<file path="src/rtl/uwob_pkg.sv">
package uwob_pkg;
  // register offsets of the serial port
  localparam logic [7:0] UWOB_OFS_RX_STATUS = 8'h18;
  localparam logic [7:0] UWOB_OFS_TX_BUF = 8'h19;
  localparam logic [7:0] UWOB_OFS_RX_BUF = 8'h1A;
  // offsets of the added control registers
  localparam logic [7:0] UWOB_OFS_BAUD_CTL = 8'h1B;
  localparam logic [7:0] UWOB_OFS_INT_STAT = 8'h1C;
  localparam logic [7:0] UWOB_OFS_INT_MASK = 8'h1D;
  // bit positions
  localparam int UWOB_BIT_WAKE_EN = 1;
  localparam int UWOB_BIT_SYNC = 4;
  localparam int UWOB_BIT_SLEEP = 5;
  localparam int UWOB_BIT_RX_IDLE = 6;
  localparam int UWOB_BIT_FERR = 2;
  localparam int UWOB_BIT_OERR = 1;
  localparam int UWOB_BIT_RX_INT = 0;
  localparam int UWOB_BIT_WAKE_DONE = 1;
  // reset values
  localparam logic [7:0] UWOB_RST_BYTE = 8'h00;
  localparam logic [7:0] UWOB_RST_BAUD_DIV = 8'h07;
  // bit time in system clocks (10 MHz clock)
  localparam int UWOB_BIT_TIME_NS = 10000;
  localparam int UWOB_CLK_NS = 100;
  localparam int UWOB_BIT_CYC = UWOB_BIT_TIME_NS / UWOB_CLK_NS;
  localparam int UWOB_BREAK_BITS = 13;
  localparam int UWOB_IDLE_BITS = 2;
  localparam int UWOB_DATA_BITS = 8;
  localparam logic [15:0] UWOB_BIT_CNT = 16'(UWOB_BIT_CYC);
  localparam logic [15:0] UWOB_HALF_CNT = 16'(UWOB_BIT_CYC / 2);
endpackage

</file>
<file path="src/rtl/uwob_link_if.sv">
`timescale 1ns/1ns
interface uwob_link_if;
  logic receive_data_line; // idle high serial line
  modport dev (input receive_data_line);
  modport far (output receive_data_line);
endinterface

</file>
<file path="src/rtl/uwob_device.sv">
`timescale 1ns/1ns
module uwob_device
  import uwob_pkg::*;
(
  // clock and reset
  input wire logic i_sys_clk,
  input wire logic i_srst,
  // link
  uwob_link_if.dev link,
  // register port
  input wire logic [7:0] i_addr,
  input wire logic [7:0] i_wdata,
  input wire logic i_wr,
  input wire logic i_rd,
  output logic [7:0] o_rdata,
  // status
  output logic o_irq,
  output logic o_wake
);
  typedef enum logic [1:0] {UWOB_RX_IDLE, UWOB_RX_START, UWOB_RX_DATA, UWOB_RX_STOP} uwob_rx_state_t;
  uwob_rx_state_t rx_state_q;
  logic [2:0] sync_q;
  logic line_q;
  logic [7:0] baud_q;
  logic [7:0] rx_buf_q;
  logic [7:0] shift_q;
  logic [15:0] cnt_q;
  logic [3:0] nbit_q;
  logic rx_full_q;
  logic wake_int_q;
  logic brk_low_q;
  logic ferr_q;
  logic oerr_q;
  logic [1:0] int_stat_q;
  logic [1:0] int_mask_q;
  logic [7:0] rdata_q;
  logic fall;
  logic rise;
  logic wake_armed;
  logic sleeping;
  logic rx_done;
  logic rd_buf;
  logic [1:0] int_ev;

  // register address decode, used for the writes and the buffer read
  function automatic logic hit(input logic [7:0] a, input logic [7:0] ofs);
    hit = (a == ofs);
  endfunction

  // three-stage line sampler, change counted when last two agree
  always_ff @(posedge i_sys_clk)
  begin
    if (i_srst)
    begin
      sync_q <= 3'h7;
      line_q <= 1'b1;
    end
    else
    begin
      sync_q <= {sync_q[1:0], link.receive_data_line};
      if (sync_q[2] == sync_q[1])
        line_q <= sync_q[1];
    end
  end

  // edges of the filtered line, any low of two or more clocks accepted
  assign fall = line_q & ~sync_q[2] & ~sync_q[1];
  assign rise = ~line_q & sync_q[2] & sync_q[1];
  assign sleeping = baud_q[UWOB_BIT_SLEEP];
  assign wake_armed = baud_q[UWOB_BIT_WAKE_EN] & ~baud_q[UWOB_BIT_SYNC];
  assign rd_buf = i_rd & hit(i_addr, UWOB_OFS_RX_BUF);

  // baud control: wake enable, sync mode, sleep; hardware clears wake enable unless sync mode is set
  always_ff @(posedge i_sys_clk)
  begin
    if (i_srst)
      baud_q <= UWOB_RST_BYTE;
    else
    begin
      if (i_wr && hit(i_addr, UWOB_OFS_BAUD_CTL))
        baud_q <= i_wdata;
      if (wake_armed && brk_low_q && rise)
        baud_q[UWOB_BIT_WAKE_EN] <= 1'b0;
    end
  end

  // low period seen while armed, kept apart from the interrupt flag
  // so that an early buffer read cannot leave the enable set
  always_ff @(posedge i_sys_clk)
  begin
    if (i_srst || !wake_armed)
      brk_low_q <= 1'b0;
    else if (fall)
      brk_low_q <= 1'b1;
    else if (rise)
      brk_low_q <= 1'b0;
  end

  // wake interrupt condition, the set wins over the buffer read
  always_ff @(posedge i_sys_clk)
  begin
    if (i_srst)
      wake_int_q <= 1'b0;
    else if (wake_armed && fall)
      wake_int_q <= 1'b1;
    else if (rd_buf)
      wake_int_q <= 1'b0;
  end

  // normal receiver, frozen while armed or asleep
  always_ff @(posedge i_sys_clk)
  begin
    if (i_srst || wake_armed || sleeping)
    begin
      rx_state_q <= UWOB_RX_IDLE;
      cnt_q <= 16'h0000;
      nbit_q <= 4'h0;
      shift_q <= UWOB_RST_BYTE;
    end
    else
    begin
      case (rx_state_q)
        UWOB_RX_IDLE:
          if (fall && !baud_q[UWOB_BIT_SYNC])
          begin
            cnt_q <= UWOB_HALF_CNT;
            rx_state_q <= UWOB_RX_START;
          end
        UWOB_RX_START:
          if (cnt_q == 16'h0001)
          begin
            cnt_q <= UWOB_BIT_CNT;
            nbit_q <= 4'h0;
            rx_state_q <= line_q ? UWOB_RX_IDLE : UWOB_RX_DATA;
          end
          else
            cnt_q <= cnt_q - 16'h0001;
        UWOB_RX_DATA:
          if (cnt_q == 16'h0001)
          begin
            cnt_q <= UWOB_BIT_CNT;
            shift_q <= {line_q, shift_q[7:1]};
            nbit_q <= nbit_q + 4'h1;
            if (nbit_q == 4'(UWOB_DATA_BITS - 1))
              rx_state_q <= UWOB_RX_STOP;
          end
          else
            cnt_q <= cnt_q - 16'h0001;
        UWOB_RX_STOP:
          if (cnt_q == 16'h0001)
            rx_state_q <= UWOB_RX_IDLE;
          else
            cnt_q <= cnt_q - 16'h0001;
        default: rx_state_q <= UWOB_RX_IDLE;
      endcase
    end
  end

  assign rx_done = (rx_state_q == UWOB_RX_STOP) && (cnt_q == 16'h0001);

  // receive buffer, framing and overrun flags
  always_ff @(posedge i_sys_clk)
  begin
    if (i_srst)
    begin
      rx_buf_q <= UWOB_RST_BYTE;
      rx_full_q <= 1'b0;
      ferr_q <= 1'b0;
      oerr_q <= 1'b0;
    end
    else if (rx_done)
    begin
      rx_buf_q <= shift_q;
      rx_full_q <= 1'b1;
      ferr_q <= ~line_q;
      oerr_q <= oerr_q | (rx_full_q & ~rd_buf);
    end
    else if (rd_buf)
    begin
      rx_full_q <= 1'b0;
      oerr_q <= 1'b0;
    end
  end

  // sticky interrupt status, write one to clear, set wins
  assign int_ev = {wake_armed & brk_low_q & rise, (wake_armed & fall) | rx_done};
  always_ff @(posedge i_sys_clk)
  begin
    if (i_srst)
    begin
      int_stat_q <= 2'h0;
      int_mask_q <= 2'h0;
    end
    else
    begin
      if (i_wr && hit(i_addr, UWOB_OFS_INT_MASK))
        int_mask_q <= i_wdata[1:0];
      if (i_wr && hit(i_addr, UWOB_OFS_INT_STAT))
        int_stat_q <= (int_stat_q & ~i_wdata[1:0]) | int_ev;
      else
        int_stat_q <= int_stat_q | int_ev;
    end
  end

  // read data one cycle after the strobe, unmapped reads zero
  always_ff @(posedge i_sys_clk)
  begin
    if (i_srst || !i_rd)
      rdata_q <= UWOB_RST_BYTE;
    else
    begin
      case (i_addr)
        UWOB_OFS_RX_STATUS: rdata_q <= {1'b0, (rx_state_q == UWOB_RX_IDLE), 3'h0, ferr_q, oerr_q,
                                        rx_full_q | wake_int_q};
        UWOB_OFS_RX_BUF: rdata_q <= rx_buf_q;
        UWOB_OFS_BAUD_CTL: rdata_q <= baud_q;
        UWOB_OFS_INT_STAT: rdata_q <= {6'h00, int_stat_q};
        UWOB_OFS_INT_MASK: rdata_q <= {6'h00, int_mask_q};
        default: rdata_q <= UWOB_RST_BYTE;
      endcase
    end
  end

  assign o_rdata = rdata_q;
  assign o_irq = |(int_stat_q & int_mask_q);
  // wake request to the core while asleep
  assign o_wake = sleeping & wake_int_q;
endmodule

</file>
<file path="src/flat_wrapper.sv">
// flat-port wrapper written by rule: the top's interface ports become plain ports
module uwob_device_flat import uwob_pkg::*;
  (i_sys_clk, i_srst, i_addr, i_wdata, i_wr, i_rd, o_rdata, o_irq, o_wake, link_receive_data_line);
  uwob_link_if link_i ();
  input wire logic i_sys_clk;
  input wire logic i_srst;
  input wire logic [7:0] i_addr;
  input wire logic [7:0] i_wdata;
  input wire logic i_wr;
  input wire logic i_rd;
  output logic [7:0] o_rdata;
  output logic o_irq;
  output logic o_wake;
  input wire logic [$bits(link_i.receive_data_line)-1:0] link_receive_data_line;
  assign link_i.receive_data_line = link_receive_data_line;
  uwob_device u_core (.i_sys_clk(i_sys_clk), .i_srst(i_srst), .link(link_i), .i_addr(i_addr), .i_wdata(i_wdata), .i_wr(i_wr), .i_rd(i_rd), .o_rdata(o_rdata), .o_irq(o_irq), .o_wake(o_wake));
endmodule
</file>
<file path="config.mk">
export PLATFORM = sky130hd
export DESIGN_NAME = uwob_device_flat
export DESIGN_NICKNAME = d
export VERILOG_FILES = /design/src/rtl/uwob_pkg.sv /design/src/rtl/uwob_link_if.sv /design/src/rtl/uwob_device.sv /design/src/flat_wrapper.sv
export SDC_FILE = /design/constraint.sdc
export NUM_CORES = 1
export LEC_CHECK = 0
export BUFFER_PORTS_ARGS = -buffer_cell sky130_fd_sc_hd__buf_2
export CAP_MARGIN = 20
export CORE_ASPECT_RATIO = 0.8
export CORE_UTILIZATION = 45
export DETAILED_ROUTE_END_ITERATION = 8
export SLEW_MARGIN = 10
export SYNTH_ARGS = -nofsm -noshare
export SYNTH_HDL_FRONTEND = slang
export SYNTH_SLANG_ARGS = --single-unit
</file>
<file path="constraint.sdc">
create_clock -name i_sys_clk -period 4.2 [get_ports i_sys_clk]
set_input_delay 0.84 -clock i_sys_clk [delete_from_list [all_inputs] [get_ports i_sys_clk]]
set_output_delay 0.84 -clock i_sys_clk [all_outputs]
set_load 0.02 [all_outputs]
</file>
---- Word level (Yosys, flattened, before mapping) ----
Cells that the tools add are included.
storage, ports and cells
  register bits after elaboration ......... 67
  word-level logic and storage cells ...... 109
  output and inout port bits .............. 10
  input port bits ......................... 21
operators by class
  bitwise gates (word level) .............. 24
  mux-type cells .......................... 22
  equality and inequality tests ........... 17
  $add $sub $neg .......................... 2
  reductions and logical operators ........ 27
operators by type and width
  operator                                                                 number
  16-bit 2-to-1 mux                                                        3
  16-bit one-hot mux with 3 select lines                                   1
  8-bit by 5-bit equality test with 1-bit output (second input constant)   5
  8-bit one-hot mux with 5 select lines                                    1
  16-bit by 1-bit equality test with 1-bit output (second input constant)  1
  16-bit by 1-bit subtractor with 16-bit output (second input constant)    1
  2-bit 2-to-1 mux                                                         7
  1-bit bitwise AND                                                        11
  2-bit by 1-bit != test with 1-bit output (second input constant)         5
  1-bit logical AND                                                        8
  4-bit 2-to-1 mux                                                         2
  2-bit one-hot mux with 4 select lines                                    1
  4-bit one-hot mux with 2 select lines                                    1
  2-bit nonzero test                                                       4
  1-bit 2-to-1 mux                                                         6
  2-bit OR reduction                                                       3
  1-bit NOT                                                                5
  5-bit AND reduction                                                      1
  4-bit by 1-bit adder with 4-bit output (second input constant)           1
  2-bit bitwise AND                                                        2
  2-bit equality test (second input constant)                              2
  4-bit by 3-bit equality test with 1-bit output (second input constant)   1
  1-bit logical OR                                                         4
  2-bit bitwise OR                                                         2
  9 further kinds                                                          14

---- Longest topological paths before layout ----
  word-level depth ........................ 7
  gate-level depth with buffers ........... 8
  gate-level depth less buffers ........... 7

---- Worst setup path before layout ----
No wires, ideal clock.
  path kind ............................... input to register
  start ................................... input i_addr[5]
  end ..................................... register u_core.baud_q[1]
  required time ........................... 4120 ps
  arrival time ............................ 2281 ps
  cell stages on the path ................. 5
  setup slack ............................. 1840 ps
  setup time .............................. 80 ps
  path buffers ............................ 0
  cell sequence ........................... or4b_1 -> nor4_2 -> nand2_1 -> mux2i_1 -> nor3b_1
on the way
  longest elaborated chain between the ends .. 2
ends and longest elaborated chain
  what                                            line               source
  start: declaration                              flat_wrapper.sv:7  input wire logic [7:0] i_addr;
  8-bit by 5-bit equality test with 1-bit output  uwob_device.sv:47  hit = (a == ofs);
  1-bit logical AND                               uwob_device.sv:80  if (i_wr && hit(i_addr, UWOB_OFS_BAUD_CTL))
  end signal: assignment                          uwob_device.sv:81  baud_q <= i_wdata;
  end: declaration                                uwob_device.sv:24  logic [7:0] baud_q;
No other way between the ends.
A chain may end at the register's enable or synchronous reset.

---- Final worst setup path ----
  start ................................... register u_core.cnt_q[2]
  end ..................................... register u_core.oerr_q
on the way
  longest elaborated chain between the ends .. 3
  elaborated cells on any way between the ends .. 4
  classes of those cells .................. 1 x eq/ne; 1 x mux; 2 x reduce/logical
ends and longest elaborated chain
  what                                                           line                source
  start: declaration                                             uwob_device.sv:27   logic [15:0] cnt_q;
  start signal: assignment                                       uwob_device.sv:137  cnt_q <= cnt_q - 16'h0001;
  start signal: assignment                                       uwob_device.sv:148  cnt_q <= cnt_q - 16'h0001;
  start signal: assignment                                       uwob_device.sv:153  cnt_q <= cnt_q - 16'h0001;
  16-bit by 1-bit equality test with 1-bit output (*)            uwob_device.sv:159  assign rx_done = (rx_state_q == UWOB_RX_STOP) && (cnt_q == 16'h0001);
  1-bit logical AND (*)                                          uwob_device.sv:159
  1-bit 2-to-1 mux / 2-bit nonzero test (equally long branches)  n/a
  end signal: assignment                                         uwob_device.sv:176  oerr_q <= oerr_q | (rx_full_q & ~rd_buf);
  end: declaration                                               uwob_device.sv:33   logic oerr_q;
Every way passes the cells marked *; elsewhere a longest branch is shown, timed or not.

==> impl_metrics.tcl <==
set metrics [dict create \
    synthAdderAreaFrac 0.0268 \
    cts_resized 0 \
    viasPerCell 5.78 \
    wl_per_cell_um 15.5 \
    slew_violations 0 \
    ios 31 \
    dr.pass1.iters 4 \
    cts_tree "done" \
    core_sq_um 6960 \
    layout_min_cycle_time_ns 2.52 \
    critical_path_class "reg2reg" \
    grt_first_pass_wirelength_mm 12.9 \
    status "completed" \
    cts.sinks 67 \
    skew_ns 0.00869 \
    synth_seq_cells 67 \
    ys_seq_area_frac 0.410 \
    postCtsSetupBuffers 0 \
    dieWidth_um 97.3 \
    clock_power_share 0.401 \
    grt_util_all_layers 0.212 \
    arrival_ns 2.79 \
    dp.final_hpwl_mm 5.67 \
    netlist_area_sq_um 3270 \
    switching_share 0.281 \
    p_sw_mw 0.423 \
    rsz0062_at_grt "no" \
    syn_nets 415 \
    met2RoutedLength_mm 3.15 \
    setup_tns_ns 0 \
    synth_xor_area_frac 0.00268 \
    port_buffers 30 \
    fmax_ghz 0.396 \
    regToRegEndpoint "u_core.oerr_q$_SDFFE_PP0P_" \
    postPlaceCellArea_sq_um 3460 \
    dpl.cell_count 487 \
    clk_pin_slew_worst_paths_ns 0.07 \
    place_congestion 0.867 \
    ys_async_sr_fraction 0 \
    power_leakage_nw 1.46 \
    timing.hold.ws_ns 0.420 \
    routed.top_layer "met4" \
    drt_wl_total_mm 7.80 \
    worst_slew_pin_slew_ns 0.917 \
    final_cells 503 \
    drt_iter0_markers 199 \
    synth-compound-area-share 0.201 \
    p_seq_frac 0.447 \
    yosys.area_share.simple 0.267 \
    root_buffer "clkbuf_8" \
    cts-htree-levels 3 \
    overflow 0 \
    antenna_found_initial 0 \
    ctsHoldBuffers 0 \
    m1WireLength_mm 4.23 \
    vias 2908 \
    maxCapViolCount 0 \
    r2r_start "u_core.cnt_q[2]$_SDFFE_PP0P_" \
    synth_top_area_cell "dfxtp_1" \
    pre_cts_ws_ns 1.50 \
    rrSetupSlack_ns 1.68 \
    endpoint "u_core.oerr_q$_SDFFE_PP0P_" \
    ir_drop_uv 227 \
    critPathRequiredTime_ns 4.47 \
    ant_nets 0 \
    clk_latency_ns 0.34 \
    fin_nets 439 \
    crit_path_start_kind "flip-flop" \
    power_density_nw_per_um2 408 \
    cp_max_fo 14 \
    fp-row-count 27 \
    yosysWarnings 0 \
    setup_viol_count_final 0 \
    slew-limit-headroom 0.386 \
    critPathCaptureType "flip-flop" \
    synthToLayoutAreaGrowth_pct 12.7 \
    cp-startpoint "u_core.cnt_q[2]$_SDFFE_PP0P_" \
    power_mw 1.51 \
    synth_top_family_by_area "simple AND/OR/NAND/NOR gates" \
    internal_power_mw 1.08 \
    synth_area_leaders "dfxtp_1, a21oi_1, nand2_1, mux2i_1, nor2_1" \
    synthMuxAreaShare 0.0489 \
    synth_top_area_frac 0.410 \
    hold_class "reg2reg" \
    synth_edf_count 0 \
    drc 0 \
    chipHeight_um 78.3 \
    fin_area_sq_um 3690 \
    period_share 0.601 \
    dieArea_sq_um 7620 \
    comb_power_share 0.152 \
    synth_ff_type "dfxtp_1" \
    diodes 0 \
    cts_max_path_buffers 2 \
    final_core_utilization 0.530 \
    start_util 0.470 \
    route.met3.wl_um 317 \
    report.final.hold_viol_count 0 \
    grt_max_degree 35 \
    cts_buffers 9 \
    grt_pass1_vias 2569 \
    final_layout_size_suffix_gt1_frac 0.154 \
    synth_cells 387 \
    syn_area_per_cell_sq_um 8.45 \
    worst-r2r-cell-count 5 \
    synth.distinct_cells 55 \
    setup_slack_ns 1.68 \
]
-- how the worst min path moves through the flow --
stage	start	endpoint	cells after the start
2_1_floorplan	u_core.sync_q[0]$_SDFF_PP1_	u_core.sync_q[1]$_SDFF_PP1_	1
3_3_place_gp	u_core.sync_q[0]$_SDFF_PP1_	u_core.sync_q[1]$_SDFF_PP1_	1
3_5_place_dp	u_core.sync_q[0]$_SDFF_PP1_	u_core.sync_q[1]$_SDFF_PP1_	1
4_1_cts	u_core.sync_q[0]$_SDFF_PP1_	u_core.sync_q[1]$_SDFF_PP1_	1
5_1_grt	u_core.sync_q[0]$_SDFF_PP1_	u_core.sync_q[1]$_SDFF_PP1_	1
6_report	u_core.sync_q[0]$_SDFF_PP1_	u_core.sync_q[1]$_SDFF_PP1_	1
-- area by class of cell --
cell class	instances	area, sq um
sequential	67	1340
inverter	16	60.1
multi-input combinational	285	1790
fill	695	3270
tap	87	109
clock inverter	6	88.8
clock buffer	10	138
timing repair buffer	32	165
-- cell usage in the layout, fill, tap and decap left out, types with 3 or more instances in the layout --
cell      instances
nand4b_1          4
nand3_1          19
a32o_1            3
nand4_1           7
a211oi_1          3
o22ai_1           4
nor2_1           40
or2_2             3
a31oi_1           7
nor3_1            9
nand2b_1          5
a21oi_1          33
nor4_1            6
o31ai_1           4
a211o_1           3
a22oi_1           5
inv_1            16
and3_1            3
clkbuf_8         10
nand2_1          43
ha_1              7
dfxtp_1          67
buf_2            30
o21ai_0          16
mux2i_1          16
nor4_2            3
nor2b_1           4
-- worst max-delay path, stage by stage, from the launching register on --
cell and delay [ns]:
dfxtp_1 0.36, nor3_2 0.60, nand4_1 0.32, nor3_2 0.81
o21ai_0 0.20, a21oi_1 0.15
-- registers in the layout, indices dropped and copies added (netlist names), named ones only --
name / count
u_core.line_q: 1
u_core.nbit_q: 4
u_core.cnt_q: 16
u_core.rx_full_q: 1
u_core.shift_q: 8
u_core.oerr_q: 1
u_core.int_stat_q: 2
u_core.o_rdata: 8
u_core.rx_buf_q: 8
u_core.sync_q: 3
u_core.ferr_q: 1
u_core.brk_low_q: 1
u_core.wake_int_q: 1
u_core.rx_state_q: 1
u_core.baud_q: 8
u_core.int_mask_q: 2
-- synth_stat cells, types with 2 or more instances --
master,n
inv_1,16
nand4_1,7
nor4_2,3
ha_1,7
o31ai_1,4
a21oi_1,33
nand2_1,43
nand3_1,19
o22ai_1,4
o32ai_1,2
clkbuf_1,12
a32o_1,3
o21bai_1,2
nand2b_1,5
o21ai_0,16
and3_1,3
a22o_1,2
a41oi_1,2
and2_1,2
nor4_4,2
a211oi_1,3
nor2_1,40
buf_2,4
dfxtp_1,67
o31a_1,2
or2_2,3
a211o_1,3
a21o_1,2
a22oi_1,5
nor3b_1,2
mux2i_1,16
nor4_1,6
a31oi_1,7
nor3_2,2
nand4b_1,4
buf_4,2
nor2b_1,4
or3_1,2
nor3_1,9
o211ai_1,2
-- logic make-up (layout without fill, tap and decap cells) --
| kind of cell | count (synthesis) | count (layout) |
|---|---|---|
| AND/OR/NAND/NOR | 162 | 162 |
| AO/OA/AOI/OAI | 99 | 99 |
| flip-flops | 67 | 67 |
| buffers and inverters | 35 | 64 |
| multiplexers | 16 | 16 |
| adder cells (fa/ha/maj) | 7 | 7 |
| XOR/XNOR | 1 | 1 |
-- per-layer routing --
| layer | up-vias | global-route usage |
|---|---|---|
| li1 | 1460 | - |
| met1 | 1380 | 0.326 |
| met2 | 56 | 0.293 |
| met3 | 12 | 0.0445 |
| met4 | 0 | 0.0647 |
| met5 | - | 0 |
-- power by group through the flow --
stage	clock (mW)	sequential [mW]	combinational, mW
floorplan	0	0.682	0.176
global placement	0	0.687	0.224
detailed placement	0	0.687	0.224
CTS	0.622	0.672	0.226
global route	0.646	0.676	0.251
finish	0.604	0.673	0.228
Note: power is estimated with default switching activity, not from simulation.
